[config.mk]
export PLATFORM = sky130hd
export DESIGN_NAME = sadc_serial_adc
export DESIGN_NICKNAME = d
export VERILOG_FILES = /design/src/sadc_pkg.sv /design/src/sadc_sync.sv /design/src/sadc_serial_adc.sv
export SDC_FILE = /design/constraint.sdc
export NUM_CORES = 1
export LEC_CHECK = 0
export BUFFER_PORTS_ARGS = -buffer_cell sky130_fd_sc_hd__clkbuf_2
export CAP_MARGIN = 15
export CELL_PAD_IN_SITES_DETAIL_PLACEMENT = 1
export CELL_PAD_IN_SITES_GLOBAL_PLACEMENT = 2
export CORE_MARGIN = 1
export CORE_UTILIZATION = 33
export CTS_CLUSTER_SIZE = 25
export DETAILED_ROUTE_END_ITERATION = 6
export HOLD_SLACK_MARGIN = 0.02
export PLACE_DENSITY = 0.95
export SYNTH_ARGS = -nofsm -noshare
export SYNTH_HDL_FRONTEND = slang
export SYNTH_SLANG_ARGS = --single-unit
[constraint.sdc]
create_clock -name clk_sys -period 4.1 [get_ports clk_sys]
set_input_delay 0.615 -clock clk_sys [delete_from_list [all_inputs] [get_ports clk_sys]]
set_output_delay 0.615 -clock clk_sys [all_outputs]
set_load 0.01 [all_outputs]
[src/sadc_pkg.sv]
package sadc_pkg;
  localparam int unsigned CHAN_COUNT = 4;
  localparam int unsigned RESULT_BITS = 8;
  localparam int unsigned CHAN_BITS = 2;
  localparam int unsigned CMD_BITS = 3;
  localparam logic [3:0] BIT_COUNT_RESET = 4'h0;
  localparam logic [7:0] RESULT_RESET = 8'h00;
  // Idle levels: bit 0 select, bit 1 clock, bit 2 command
  localparam logic [2:0] SYNC_RESET = 3'h1;
  localparam logic [2:0] CMD_RESET = 3'h0;
  localparam logic OUT_RESET = 1'h0;
  localparam int unsigned CMD_MODE_POS = 2;
  localparam int unsigned CMD_CHAN_MSB = 1;
  localparam logic CMD_MODE_SINGLE = 1'b0;
  localparam logic CMD_MODE_DIFF = 1'b1;
  typedef enum logic [1:0] {
    SADC_IDLE,
    SADC_CMD,
    SADC_SHIFT,
    SADC_DONE
  } sadc_state_e;
endpackage

[src/sadc_sync.sv]
`timescale 1ns/1ps
module sadc_sync (
  // Clock and reset
  input wire logic clk_sys,
  input wire logic sys_rst,
  // Asynchronous input and its synchronised copy
  input wire logic async_in,
  input wire logic reset_level,
  output logic sync_out
);
  logic stage1_reg;
  logic stage2_reg;
  logic stage1_next;
  logic stage2_next;

  always_comb begin
    stage1_next = async_in;
    stage2_next = stage1_reg;
  end

  always_ff @(posedge clk_sys) begin
    if (sys_rst) begin
      stage1_reg <= reset_level;
      stage2_reg <= reset_level;
    end else begin
      stage1_reg <= stage1_next;
      stage2_reg <= stage2_next;
    end
  end

  assign sync_out = stage2_reg;
endmodule

[src/sadc_serial_adc.sv]
`timescale 1ns/1ps
// Functional notes
// - Conversion runs only while chip select is low; with it high the block idles and floats data.
// - Mode then channel bits enter on the command input, one bit per serial clock transition.
// - After selection eight result bits leave on the result output, one per transition.
// - Four analog channels are selectable and each result is eight bits wide.
module sadc_serial_adc (
  // System clock and reset
  input wire logic clk_sys,
  input wire logic sys_rst,
  // Host serial lines
  input wire logic chip_select_n,
  input wire logic serial_clock,
  input wire logic serial_command_input,
  output logic result_out,
  output logic result_oe_n,
  // Sampled analog values, one byte per channel
  input wire logic [7:0] chan0_value,
  input wire logic [7:0] chan1_value,
  input wire logic [7:0] chan2_value,
  input wire logic [7:0] chan3_value,
  // Status
  output logic conv_busy,
  output logic diff_mode,
  output logic [1:0] sel_chan
);
  logic cs_n_sync;
  logic sclk_sync;
  logic cmd_sync;
  logic sclk_prev_reg;
  logic sclk_prev_next;
  logic edge_seen;
  logic cmd_last;
  logic res_first;
  logic res_last;
  sadc_pkg::sadc_state_e state_reg;
  sadc_pkg::sadc_state_e state_next;
  logic [3:0] count_reg;
  logic [3:0] count_next;
  logic [2:0] cmd_reg;
  logic [2:0] cmd_next;
  logic [7:0] shift_reg;
  logic [7:0] shift_next;
  logic out_reg;
  logic out_next;
  logic [7:0] chan_value;

  // Synchronisers for host lines
  sadc_sync u_sync_cs (
    .clk_sys(clk_sys),
    .sys_rst(sys_rst),
    .async_in(chip_select_n),
    .reset_level(sadc_pkg::SYNC_RESET[0]),
    .sync_out(cs_n_sync)
  );
  sadc_sync u_sync_clk (
    .clk_sys(clk_sys),
    .sys_rst(sys_rst),
    .async_in(serial_clock),
    .reset_level(sadc_pkg::SYNC_RESET[1]),
    .sync_out(sclk_sync)
  );
  sadc_sync u_sync_cmd (
    .clk_sys(clk_sys),
    .sys_rst(sys_rst),
    .async_in(serial_command_input),
    .reset_level(sadc_pkg::SYNC_RESET[2]),
    .sync_out(cmd_sync)
  );

  // Either serial clock edge counts
  always_comb begin
    sclk_prev_next = sclk_sync;
  end

  always_ff @(posedge clk_sys) begin
    if (sys_rst) begin
      sclk_prev_reg <= sadc_pkg::SYNC_RESET[1];
    end else begin
      sclk_prev_reg <= sclk_prev_next;
    end
  end

  assign edge_seen = (sclk_sync != sclk_prev_reg);

  // Bit position decodes
  assign cmd_last = (count_reg == 4'(sadc_pkg::CMD_BITS - 1));
  assign res_first = (count_reg == sadc_pkg::BIT_COUNT_RESET);
  assign res_last = (count_reg == 4'(sadc_pkg::RESULT_BITS - 1));

  // Channel select of four inputs
  always_comb begin
    case (cmd_reg[sadc_pkg::CMD_CHAN_MSB:0])
      2'h0: chan_value = chan0_value;
      2'h1: chan_value = chan1_value;
      2'h2: chan_value = chan2_value;
      default: chan_value = chan3_value;
    endcase
  end

  // Transaction phase
  always_comb begin
    state_next = state_reg;
    if (cs_n_sync) begin
      state_next = sadc_pkg::SADC_IDLE;
    end else begin
      case (state_reg)
        sadc_pkg::SADC_IDLE: begin
          state_next = sadc_pkg::SADC_CMD;
        end
        sadc_pkg::SADC_CMD: begin
          if (edge_seen && cmd_last) begin
            state_next = sadc_pkg::SADC_SHIFT;
          end
        end
        sadc_pkg::SADC_SHIFT: begin
          if (edge_seen && res_last) begin
            state_next = sadc_pkg::SADC_DONE;
          end
        end
        sadc_pkg::SADC_DONE: begin
          state_next = sadc_pkg::SADC_DONE;
        end
        default: begin
          state_next = sadc_pkg::SADC_IDLE;
        end
      endcase
    end
  end

  always_ff @(posedge clk_sys) begin
    if (sys_rst) begin
      state_reg <= sadc_pkg::SADC_IDLE;
    end else begin
      state_reg <= state_next;
    end
  end

  // Bit counter
  always_comb begin
    count_next = count_reg;
    if (cs_n_sync) begin
      count_next = sadc_pkg::BIT_COUNT_RESET;
    end else begin
      case (state_reg)
        sadc_pkg::SADC_IDLE: begin
          count_next = sadc_pkg::BIT_COUNT_RESET;
        end
        sadc_pkg::SADC_CMD: begin
          if (edge_seen) begin
            count_next = cmd_last ? sadc_pkg::BIT_COUNT_RESET : count_reg + 4'h1;
          end
        end
        sadc_pkg::SADC_SHIFT: begin
          if (edge_seen) begin
            count_next = count_reg + 4'h1;
          end
        end
        default: begin
          count_next = count_reg;
        end
      endcase
    end
  end

  always_ff @(posedge clk_sys) begin
    if (sys_rst) begin
      count_reg <= sadc_pkg::BIT_COUNT_RESET;
    end else begin
      count_reg <= count_next;
    end
  end

  // Command capture, mode first
  always_comb begin
    cmd_next = cmd_reg;
    if (!cs_n_sync && state_reg == sadc_pkg::SADC_CMD && edge_seen) begin
      cmd_next = {cmd_reg[1:0], cmd_sync};
    end
  end

  always_ff @(posedge clk_sys) begin
    if (sys_rst) begin
      cmd_reg <= sadc_pkg::CMD_RESET;
    end else begin
      cmd_reg <= cmd_next;
    end
  end

  // Result shifter, MSB first
  always_comb begin
    shift_next = shift_reg;
    out_next = out_reg;
    if (cs_n_sync) begin
      out_next = sadc_pkg::OUT_RESET;
    end else if (state_reg == sadc_pkg::SADC_SHIFT) begin
      if (edge_seen) begin
        if (res_first) begin
          out_next = chan_value[7];
          shift_next = {chan_value[6:0], 1'b0};
        end else begin
          out_next = shift_reg[7];
          shift_next = {shift_reg[6:0], 1'b0};
        end
      end else if (res_first) begin
        shift_next = chan_value;
      end
    end
  end

  always_ff @(posedge clk_sys) begin
    if (sys_rst) begin
      shift_reg <= sadc_pkg::RESULT_RESET;
      out_reg <= sadc_pkg::OUT_RESET;
    end else begin
      shift_reg <= shift_next;
      out_reg <= out_next;
    end
  end

  // Result line driven from the first result transition through the done phase
  assign result_out = out_reg;
  assign result_oe_n = !((state_reg == sadc_pkg::SADC_SHIFT && !res_first)
    || state_reg == sadc_pkg::SADC_DONE);
  assign conv_busy = (state_reg == sadc_pkg::SADC_CMD) || (state_reg == sadc_pkg::SADC_SHIFT);
  assign diff_mode = cmd_reg[sadc_pkg::CMD_MODE_POS];
  assign sel_chan = cmd_reg[sadc_pkg::CMD_CHAN_MSB:0];
endmodule

---- Word level (Yosys, flattened, before mapping) ----
Index checks and enable logic that the tools add are counted.
storage, ports and cells
  output and inout port bits .............. 6
  register bits ........................... 25
operators by class
  bitwise logic cells ..................... 1
  equality and inequality tests ........... 12
  multiplexer cells ....................... 12
  $add $sub $neg .......................... 1
  reduce and logical (&&, ||, !) cells .... 20
operator list
  kind                   count
  $mux W8                3
  $pmux W8 S3            1
  $mux W4                3
  $pmux W4 S3            1
  $ne A2 B2 Y1 const B   4
  $pmux W2 S4            1
  $eq A2 B2 Y1 const B   3
  $reduce_and A3 Y1      2
  $logic_and A1 B1 Y1    5
  $add A4 B1 Y4 const B  1
  $eq A2 B1 Y1 const B   2
  $eq A4 B2 Y1 const B   1
  $eq A4 B3 Y1 const B   1
  $logic_not A2 Y1       2
  $logic_not A4 Y1       1
  $mux W2                2
  $reduce_and A2 Y1      2
  $logic_not A1 Y1       3
  $reduce_bool A3 Y1     1
  $logic_or A1 B1 Y1     2
  $reduce_bool A2 Y1     1
  $reduce_or A2 Y1       1
  $mux W1                1
  $ne A1 B1 Y1           1
  $not A1 Y1             1

---- Longest topological paths before layout ----
Gate-level depths: netlist of the first run.
  depth after elaboration ................. 5
  gate-level depth with buffers ........... 6
  depth with buffers taken out ............ 6

---- Modules after synthesis ----
Synthesis of the first run repeated with hierarchy kept, for this count alone.
second synthesis, totals
  cells, all modules ...................... 137
  area, all modules ....................... 1425.1 um^2
by module, submodules not included
  module           instances  cells an instance  area an instance (um^2)
  sadc_serial_adc  1          125                1237.4
  sadc_sync        3          4                  62.6

---- Least setup slack after synthesis of the first run ----
Ideal clock, no wire load.
  kind .................................... register to output
  start ................................... register count_reg[0]
  end ..................................... output port result_oe_n
  setup slack ............................. 2.277 ns
  stages on the path, launching flop included .. 5
  arrival ................................. 1.208 ns
  required time ........................... 3.485 ns
  buffers on the path ..................... 0
  cell sequence ........................... dfxtp_1 > inv_1 > ha_1 > or3b_4 > a21oi_1
on the way
  word-level cells in the longest chain between the ends .. 5
ends and longest elaborated chain
  element                 RTL line                source
  from (decl)             sadc_serial_adc.sv:38   logic [3:0] count_reg;
  from (signal assigned)  sadc_serial_adc.sv:168  count_reg <= sadc_pkg::BIT_COUNT_RESET;
  from (signal assigned)  sadc_serial_adc.sv:170  count_reg <= count_next;
  $logic_not A4 Y1        sadc_serial_adc.sv:88   assign res_first = (count_reg == sadc_pkg::BIT_COUNT_RESET);
  $logic_not A1 Y1        sadc_serial_adc.sv:223  assign result_oe_n = !((state_reg == sadc_pkg::SADC_SHIFT && !res_first)
  $logic_and A1 B1 Y1     sadc_serial_adc.sv:223
  $logic_or A1 B1 Y1      sadc_serial_adc.sv:224  || state_reg == sadc_pkg::SADC_DONE);
  $logic_not A1 Y1        sadc_serial_adc.sv:223
  to (decl)               sadc_serial_adc.sv:16   output logic result_oe_n,
No other way between the ends.

---- Worst setup path in the final report of the first run ----
  start ................................... register count_reg[1]
  end ..................................... output port result_oe_n
The elaborated chain is that of the path after synthesis.

==> results.py, run 1 <==
metrics = {
    "clock_tree": {
        "cts_sinks": 25,
        "path_clk_slew_ns": 0.09,
        "post_cts_buffers": 0,
        "cts_hold_buf": 0,
        "cts_buffers": 3,
        "ctsResizeCount": 0,
        "cts_buffer_depth": 2,
        "cts_root_buffer": "clkbuf_8",
        "htree_levels": 1,
        "cts_tree": "yes",
        "clock_latency_ns": 0.27,
    },
    "timing": {
        "max_freq_ghz": 0.444,
        "final-hold-violation-count": 0,
        "max_slew_margin_pct": 58.9,
        "setup_ws_ns": 1.85,
        "rsz0062_at_grt": "false",
        "tightest_slew_ns": 0.615,
        "fin_crit_ns": 2.25,
        "slew_viol_final": 0,
        "setup_viol": 0,
        "setup_tns_ns": 0,
        "finalClockSkew_ns": 0.00972,
        "fin_crit_sh_pct": 55.0,
    },
    "global_routing": {
        "first_global_vias": 1204,
        "grt.total_usage_pct": 16.0,
        "antenna_found_initial": 0,
        "gr-total-overflow": 0,
        "grt_pass1_wl_microns": 5350,
        "grt_max_degree": 23,
    },
    "routing": {
        "ant_nets": 0,
        "drt-initial-drc-count": 43,
        "vias": 1199,
        "routed_wirelength_microns": 3450,
        "first_pass_iters": 4,
        "post_drt_wl_per_cell_microns": 15.4,
        "viasPerCell": 5.35,
        "drc_errors": 0,
    },
    "layout": {
        "fillers": 483,
        "drive_gt1_share_pct": 38.5,
        "multiInputGateArea_sq_um": 853,
        "final_cells": 224,
        "num_antenna_cells": 0,
        "largest_register_ffs": 8,
        "utilization_pct": 42.0,
        "final-seq-area_sq_um": 500,
        "finish.instance_area_sq_um": 1690,
        "fin_nets": 220,
        "syn2layout_area_growth_pct": 21.7,
    },
    "worst_hold_path": {
        "worstHoldPathType": "reg -> reg",
    },
    "die": {
        "start_util_pct": 34.5,
        "die_y_microns": 66.9,
        "placementRows": 23,
        "fp.coreArea_sq_um": 4030,
        "die-area_sq_um": 4470,
        "die_w_microns": 66.9,
        "pin_count": 43,
    },
    "setup_path": {
        "crit_fanout": 5,
        "crit_buf_inv": 2,
        "worstPathRequired_ns": 3.48,
        "worstPathCellList": "inv_1 > ha_1 > or3b_4 > a21oi_1 > clkbuf_2",
        "slowest_stage": "or3b_4",
        "worstPathArrival_ns": 1.64,
        "critPathTopFamily": "simple AND/OR/NAND/NOR gates",
        "critPathCaptureType": "output port",
        "critPathMaxStageDelay_ns": 0.43,
        "startpoint_type": "register",
        "worstSetupPathType": "reg -> out",
    },
    "pwr": {
        "sw_frac_of_total_pct": 23.2,
        "power_frac_comb_pct": 8.9,
        "p_clk_share_pct": 34.6,
        "intPower_uw": 337,
        "p_leak_nw": 0.621,
        "power_switching_uw": 102,
        "vdd_ir_drop_max_uv": 185,
        "powerDensity_nw_per_um2": 260,
        "p_seq_share_pct": 56.5,
    },
    "flow_run": {
        "drv_cap": 0,
    },
    "synth": {
        "synthFlopType": "dfxtp_1",
        "yosysUniqueCellTypes": 35,
        "syn_area_sq_um": 1390,
        "postSynth.asyncResetShare_pct": 0,
        "yosys_warnings": 0,
        "yosysSeqAreaShare_pct": 36.0,
        "syn_inst": 132,
        "synth_nets": 177,
        "synth_edf_count": 0,
        "avgSynthCellArea_sq_um": 10.5,
        "ys_ff_latch": 25,
    },
    "place": {
        "dp_hpwl_microns": 2780,
        "place_inst": 220,
        "io_buffers": 42,
        "globalplace.congestion": 0.795,
        "dp_slack_ns": 2.14,
        "dpl_cell_area_sq_um": 1640,
    },
    "status": {
        "status": "finished, final reports clean",
    },
}
[layout make-up]
type,instances,area share [%]
well taps,50,3.70
flip-flops and latches,25,29.6
inverters,4,0.888
clock buffers,3,2.44
multi-input cells,99,50.5
clock inverters,1,0.444
repair buffers,42,12.4
[metal layers]
metal  track usage (%)  up-vias  share of wire [%]
met5                 0        -                  0
met4              5.85        0                1.3
met3              2.91        4                2.5
met2              29.5       22                 55
met1              17.9      595                 41
li1                  -      578                  -
[path summary, 6_finish.rpt]
check	start	slack, ns	cells past startpoint	endpoint
setup / recovery	count_reg[1]$_SDFFE_PP0P_	1.85	5	result_oe_n
hold / removal	u_sync_cs.stage1_reg$_SDFF_PP1_	0.43	1	u_sync_cs.sync_out$_SDFF_PP1_
hold reg to reg	u_sync_cs.stage1_reg$_SDFF_PP1_	0.43	1	u_sync_cs.sync_out$_SDFF_PP1_
setup reg to reg	state_reg[0]$_SDFFE_PP0P_	2.20	6	count_reg[2]$_SDFFE_PP0P_
[cells in the mapped netlist, types with 2 or more instances]
cell type,count,area [sq um]
a21oi_1,12,60.1
a22oi_1,15,113
clkbuf_1,2,7.51
dfxtp_1,25,500
ha_1,8,100
inv_1,4,15.0
mux2i_1,6,60.1
mux4_2,8,180
nand2_1,6,22.5
nand3_1,5,25.0
nor2_1,8,30.0
nor2b_1,5,31.3
nor3_4,2,32.5
o21ai_0,2,10.0
or2_2,3,18.8
or3_1,2,12.5
[worst reg2reg max path: stages, from the launching register on]
cell	delay [ns]
dfxtp_1	0.42
inv_1	0.09
ha_1	0.32
nor4b_1	0.52
nor2_1	0.22
nand4b_1	0.15
a21oi_1	0.07
[through the flow]
step,power [mW],hold slack [ns]
2_1_floorplan,0.272,0.389
3_3_place_gp,0.292,0.392
3_5_place_dp,0.293,0.408
4_1_cts,0.443,0.429
5_1_grt,0.457,0.452
6_report,0.440,0.427
[layout by cell type, fill, tap and decap left out, types with 2 or more instances in the layout]
cell type  synthesis  routed
a21oi_1           12      12
a22oi_1           15      15
clkbuf_2           1      42
clkbuf_8           0       3
dfxtp_1           25      25
ha_1               8       8
inv_1              4       4
mux2i_1            6       6
mux4_2             8       8
nand2_1            6       6
nand3_1            5       5
nor2_1             8       8
nor2b_1            5       5
nor3_4             2       2
o21ai_0            2       2
or2_2              3       3
or3_1              2       2
[power by group through the flow]
stage	combinational [mW]	clock [mW]	sequential, mW
finish	0.0392	0.152	0.248
CTS	0.0394	0.155	0.248
global route	0.0424	0.166	0.249
floorplan	0.0191	0	0.253
detailed placement	0.0393	0	0.254
global placement	0.0379	0	0.254
[cell families (layout without fill, tap and decap cells)]
group                      Yosys count  after routing  synth area share [%]
AOI/OAI and AO/OA                   36             36                  17.5
xor gates and xnor gates             2              2                  1.80
adders and majority gates            8              8                  7.21
buffers and inverters                8             50                  2.52
DFF                                 25             25                  36.0
muxes                               14             14                  17.3
and+or+nand+nor                     39             39                  17.7
Power figures use the tool's default switching activity.
==> run 2: changes to the inputs <==
--- a/config.mk
+++ b/config.mk
@@ -5,16 +5,17 @@
 export SDC_FILE = /design/constraint.sdc
 export NUM_CORES = 1
 export LEC_CHECK = 0
+export ABC_AREA = 1
 export BUFFER_PORTS_ARGS = -buffer_cell sky130_fd_sc_hd__clkbuf_2
 export CAP_MARGIN = 15
 export CELL_PAD_IN_SITES_DETAIL_PLACEMENT = 1
 export CELL_PAD_IN_SITES_GLOBAL_PLACEMENT = 2
 export CORE_MARGIN = 1
-export CORE_UTILIZATION = 33
+export CORE_UTILIZATION = 25
 export CTS_CLUSTER_SIZE = 25
 export DETAILED_ROUTE_END_ITERATION = 6
 export HOLD_SLACK_MARGIN = 0.02
-export PLACE_DENSITY = 0.95
+export PLACE_DENSITY = 0.88
 export SYNTH_ARGS = -nofsm -noshare
 export SYNTH_HDL_FRONTEND = slang
 export SYNTH_SLANG_ARGS = --single-unit
==> constraint.sdc (replaced) <==
create_clock -name clk_sys -period 2 [get_ports clk_sys]
set_input_delay 0.3 -clock clk_sys [delete_from_list [all_inputs] [get_ports clk_sys]]
set_output_delay 0.3 -clock clk_sys [all_outputs]
set_load 0.01 [all_outputs]
==> run 2 against run 1 <==
Against the previous run: the run now ends with DRC left; sequential cell count unchanged; wire length up 38%; clock-buffer cell count did not move; worst setup slack lost 1.6 ns; global-route usage is 2.0 points lower; synthesized cell count up 99%; clock power increased by 120%; final cell count grew 69%; clock skew decreased by 0.0069 ns.
==> results.py, run 2 <==
metrics = {
    "clock_tree": {
        "ctsResizeCount": 0,
        "cts_buffers": 3,
        "cts_tree": "yes",
        "htree_levels": 1,
        "path_clk_slew_ns": 0.10,
        "clock_latency_ns": 0.28,
        "cts_buffer_depth": 2,
        "cts_hold_buf": 0,
        "post_cts_buffers": 0,
        "cts_root_buffer": "clkbuf_8",
        "cts_sinks": 25,
    },
    "timing": {
        "max_freq_ghz": 0.561,
        "fin_crit_ns": 1.78,
        "final-hold-violation-count": 0,
        "setup_viol": 0,
        "slew_viol_final": 0,
        "tightest_slew_ns": 0.360,
        "rsz0062_at_grt": "false",
        "setup_tns_ns": 0,
        "max_slew_margin_pct": 76.0,
        "holdWs_ns": 0.197,
        "finalClockSkew_ns": 0.00280,
        "fin_crit_sh_pct": 89.1,
    },
    "synth": {
        "synthFlopType": "dfxtp_1",
        "synthMuxAreaShare_pct": 0,
        "synthAdderAreaFrac_pct": 5.90,
        "synth_top_family_by_area": "simple AND/OR/NAND/NOR gates",
        "synthTopCellsByCount": "nand2_1, nand3_1, nor2_1",
        "synth_nets": 308,
        "yosys_warnings": 0,
        "syn_inst": 263,
        "synth-simple-area-share_pct": 43.6,
        "yosys.area.top_type": "dfxtp_1",
        "synth-xor-area-share_pct": 0.516,
        "ys_ff_latch": 25,
        "yosysSeqAreaShare_pct": 29.5,
        "syn_area_sq_um": 1700,
        "synth_edf_count": 0,
        "synth_compound_area_share_pct": 9.22,
        "synth_top_area_share_pct": 29.5,
        "yosysUniqueCellTypes": 22,
        "synth_area_leaders": "dfxtp_1, nand2_1, nand3_1, nor2_1, ha_1",
        "yosysMostFrequentCell": "nand2_1",
        "avgSynthCellArea_sq_um": 6.45,
        "postSynth.asyncResetShare_pct": 0,
    },
    "die": {
        "start_util_pct": 26.3,
        "die-area_sq_um": 7120,
        "die_y_microns": 84.4,
        "die_w_microns": 84.4,
        "placementRows": 29,
        "fp.coreArea_sq_um": 6460,
        "pin_count": 43,
    },
    "setup_path": {
        "crit_fanout": 11,
        "critPathTopFamily": "flip-flops",
        "worstPathRequired_ns": 1.70,
        "worstPathCellList": "inv_1 > ha_1 > nand3_2 > a21oi_1 > clkbuf_2",
        "critPathCaptureType": "output port",
        "r2r_cells": 10,
        "startpoint_type": "register",
        "worstSetupPathType": "reg -> out",
        "critPathMaxStageDelay_ns": 0.35,
        "worstPathArrival_ns": 1.48,
        "slowest_stage": "dfxtp_1",
        "crit_buf_inv": 2,
        "cp.depth": 5,
    },
    "routing": {
        "viasPerCell": 4.68,
        "post_drt_wl_per_cell_microns": 12.6,
        "drc_errors": 2,
        "drt-initial-drc-count": 61,
        "vias": 1774,
        "first_pass_iters": 6,
        "ant_nets": 0,
        "routed_wirelength_microns": 4760,
    },
    "layout": {
        "largest_register_ffs": 8,
        "fin_nets": 348,
        "num_antenna_cells": 0,
        "layout_common_cells": "nand2_1, clkbuf_2, nand3_1, nor2_1, dfxtp_1",
        "syn2layout_area_growth_pct": 17.3,
        "drive_gt1_share_pct": 24.8,
        "final_cells": 379,
        "final_common_cell": "nand2_1",
    },
    "place": {
        "place_inst": 375,
        "io_buffers": 42,
        "dp_hpwl_microns": 3690,
        "globalplace.congestion": 0.751,
    },
    "global_routing": {
        "grt.total_usage_pct": 14.0,
        "grt_max_degree": 25,
        "first_global_vias": 1747,
        "grt_pass1_wl_microns": 8200,
        "antenna_found_initial": 0,
        "gr-total-overflow": 0,
    },
    "worst_hold_path": {
        "worstHoldPathType": "in -> reg",
        "whs_path_depth": 2,
    },
    "pwr": {
        "vdd_ir_drop_max_uv": 258,
        "powerDensity_nw_per_um2": 465,
        "p_leak_nw": 0.878,
    },
    "status": {
        "status": "finished with violations",
        "violations": "DRC",
    },
    "flow_run": {
        "drv_cap": 0,
    },
}
==> run 2: metal layers <==
layer / part of all wire [%] / up-vias / routed length (microns) / track usage (%)
li1: - / 921 / - / -
met1: 48 / 830 / 2270 / 18.0
met2: 49 / 21 / 2340 / 25.2
met3: 2.7 / 2 / 129 / 2.56
met4: 0.44 / 0 / 21 / 1.85
met5: 0 / - / 0 / 0
==> run 2: cell type report <==
type | count | area, sq um
Clock inverter | 1 | 8.76
Fill cell | 872 | 4470
Inverter | 30 | 113
Timing Repair Buffer | 44 | 225
Sequential cell | 25 | 500
Tap cell | 77 | 96.3
Clock buffer | 3 | 41.3
Multi-Input combinational cell | 199 | 1000
==> run 2: kinds of logic (layout without fill, tap and decap cells) <==
group	after synthesis	in the layout
adder cells (fa/ha/maj)	8	8
buffers and inverters	39	78
AND/OR/NAND/NOR	159	159
AO/OA/AOI/OAI	31	31
flip-flops	25	25
XOR/XNOR	1	1
==> run 2: final timing paths <==
kind,end,slack (ns),start
max,result_oe_n,0.22,count_reg[0]$_SDFFE_PP0P_
max reg2reg,shift_reg[1]$_SDFFE_PP0P_,0.33,count_reg[0]$_SDFFE_PP0P_
min,u_sync_cs.stage1_reg$_SDFF_PP1_,0.20,chip_select_n
min reg2reg,u_sync_cmd.sync_out$_SDFF_PP0_,0.41,u_sync_cmd.stage1_reg$_SDFF_PP0_
==> run 2: through the flow <==
step / setup WS (ns) / utilization [%] / cell area, sq um / power (mW)
2_1_floorplan: 0.661 / - / 1700 / 0.560
3_3_place_gp: 0.458 / 30.0 / 1940 / 0.609
3_5_place_dp: 0.344 / 30.0 / 1940 / 0.611
4_1_cts: 0.199 / 30.8 / 1990 / 0.945
5_1_grt: 0.121 / 30.8 / 1990 / 0.976
6_report: 0.218 / 30.8 / 1990 / 0.925
==> run 2: power breakdown <==
part | leakage (nW) | switching [mW] | internal (mW)
Clock | 0.0261 | 0.181 | 0.146
Sequential | 0.203 | 0.00366 | 0.504
Combinational | 0.649 | 0.0481 | 0.0418
Total | 0.878 | 0.233 | 0.692
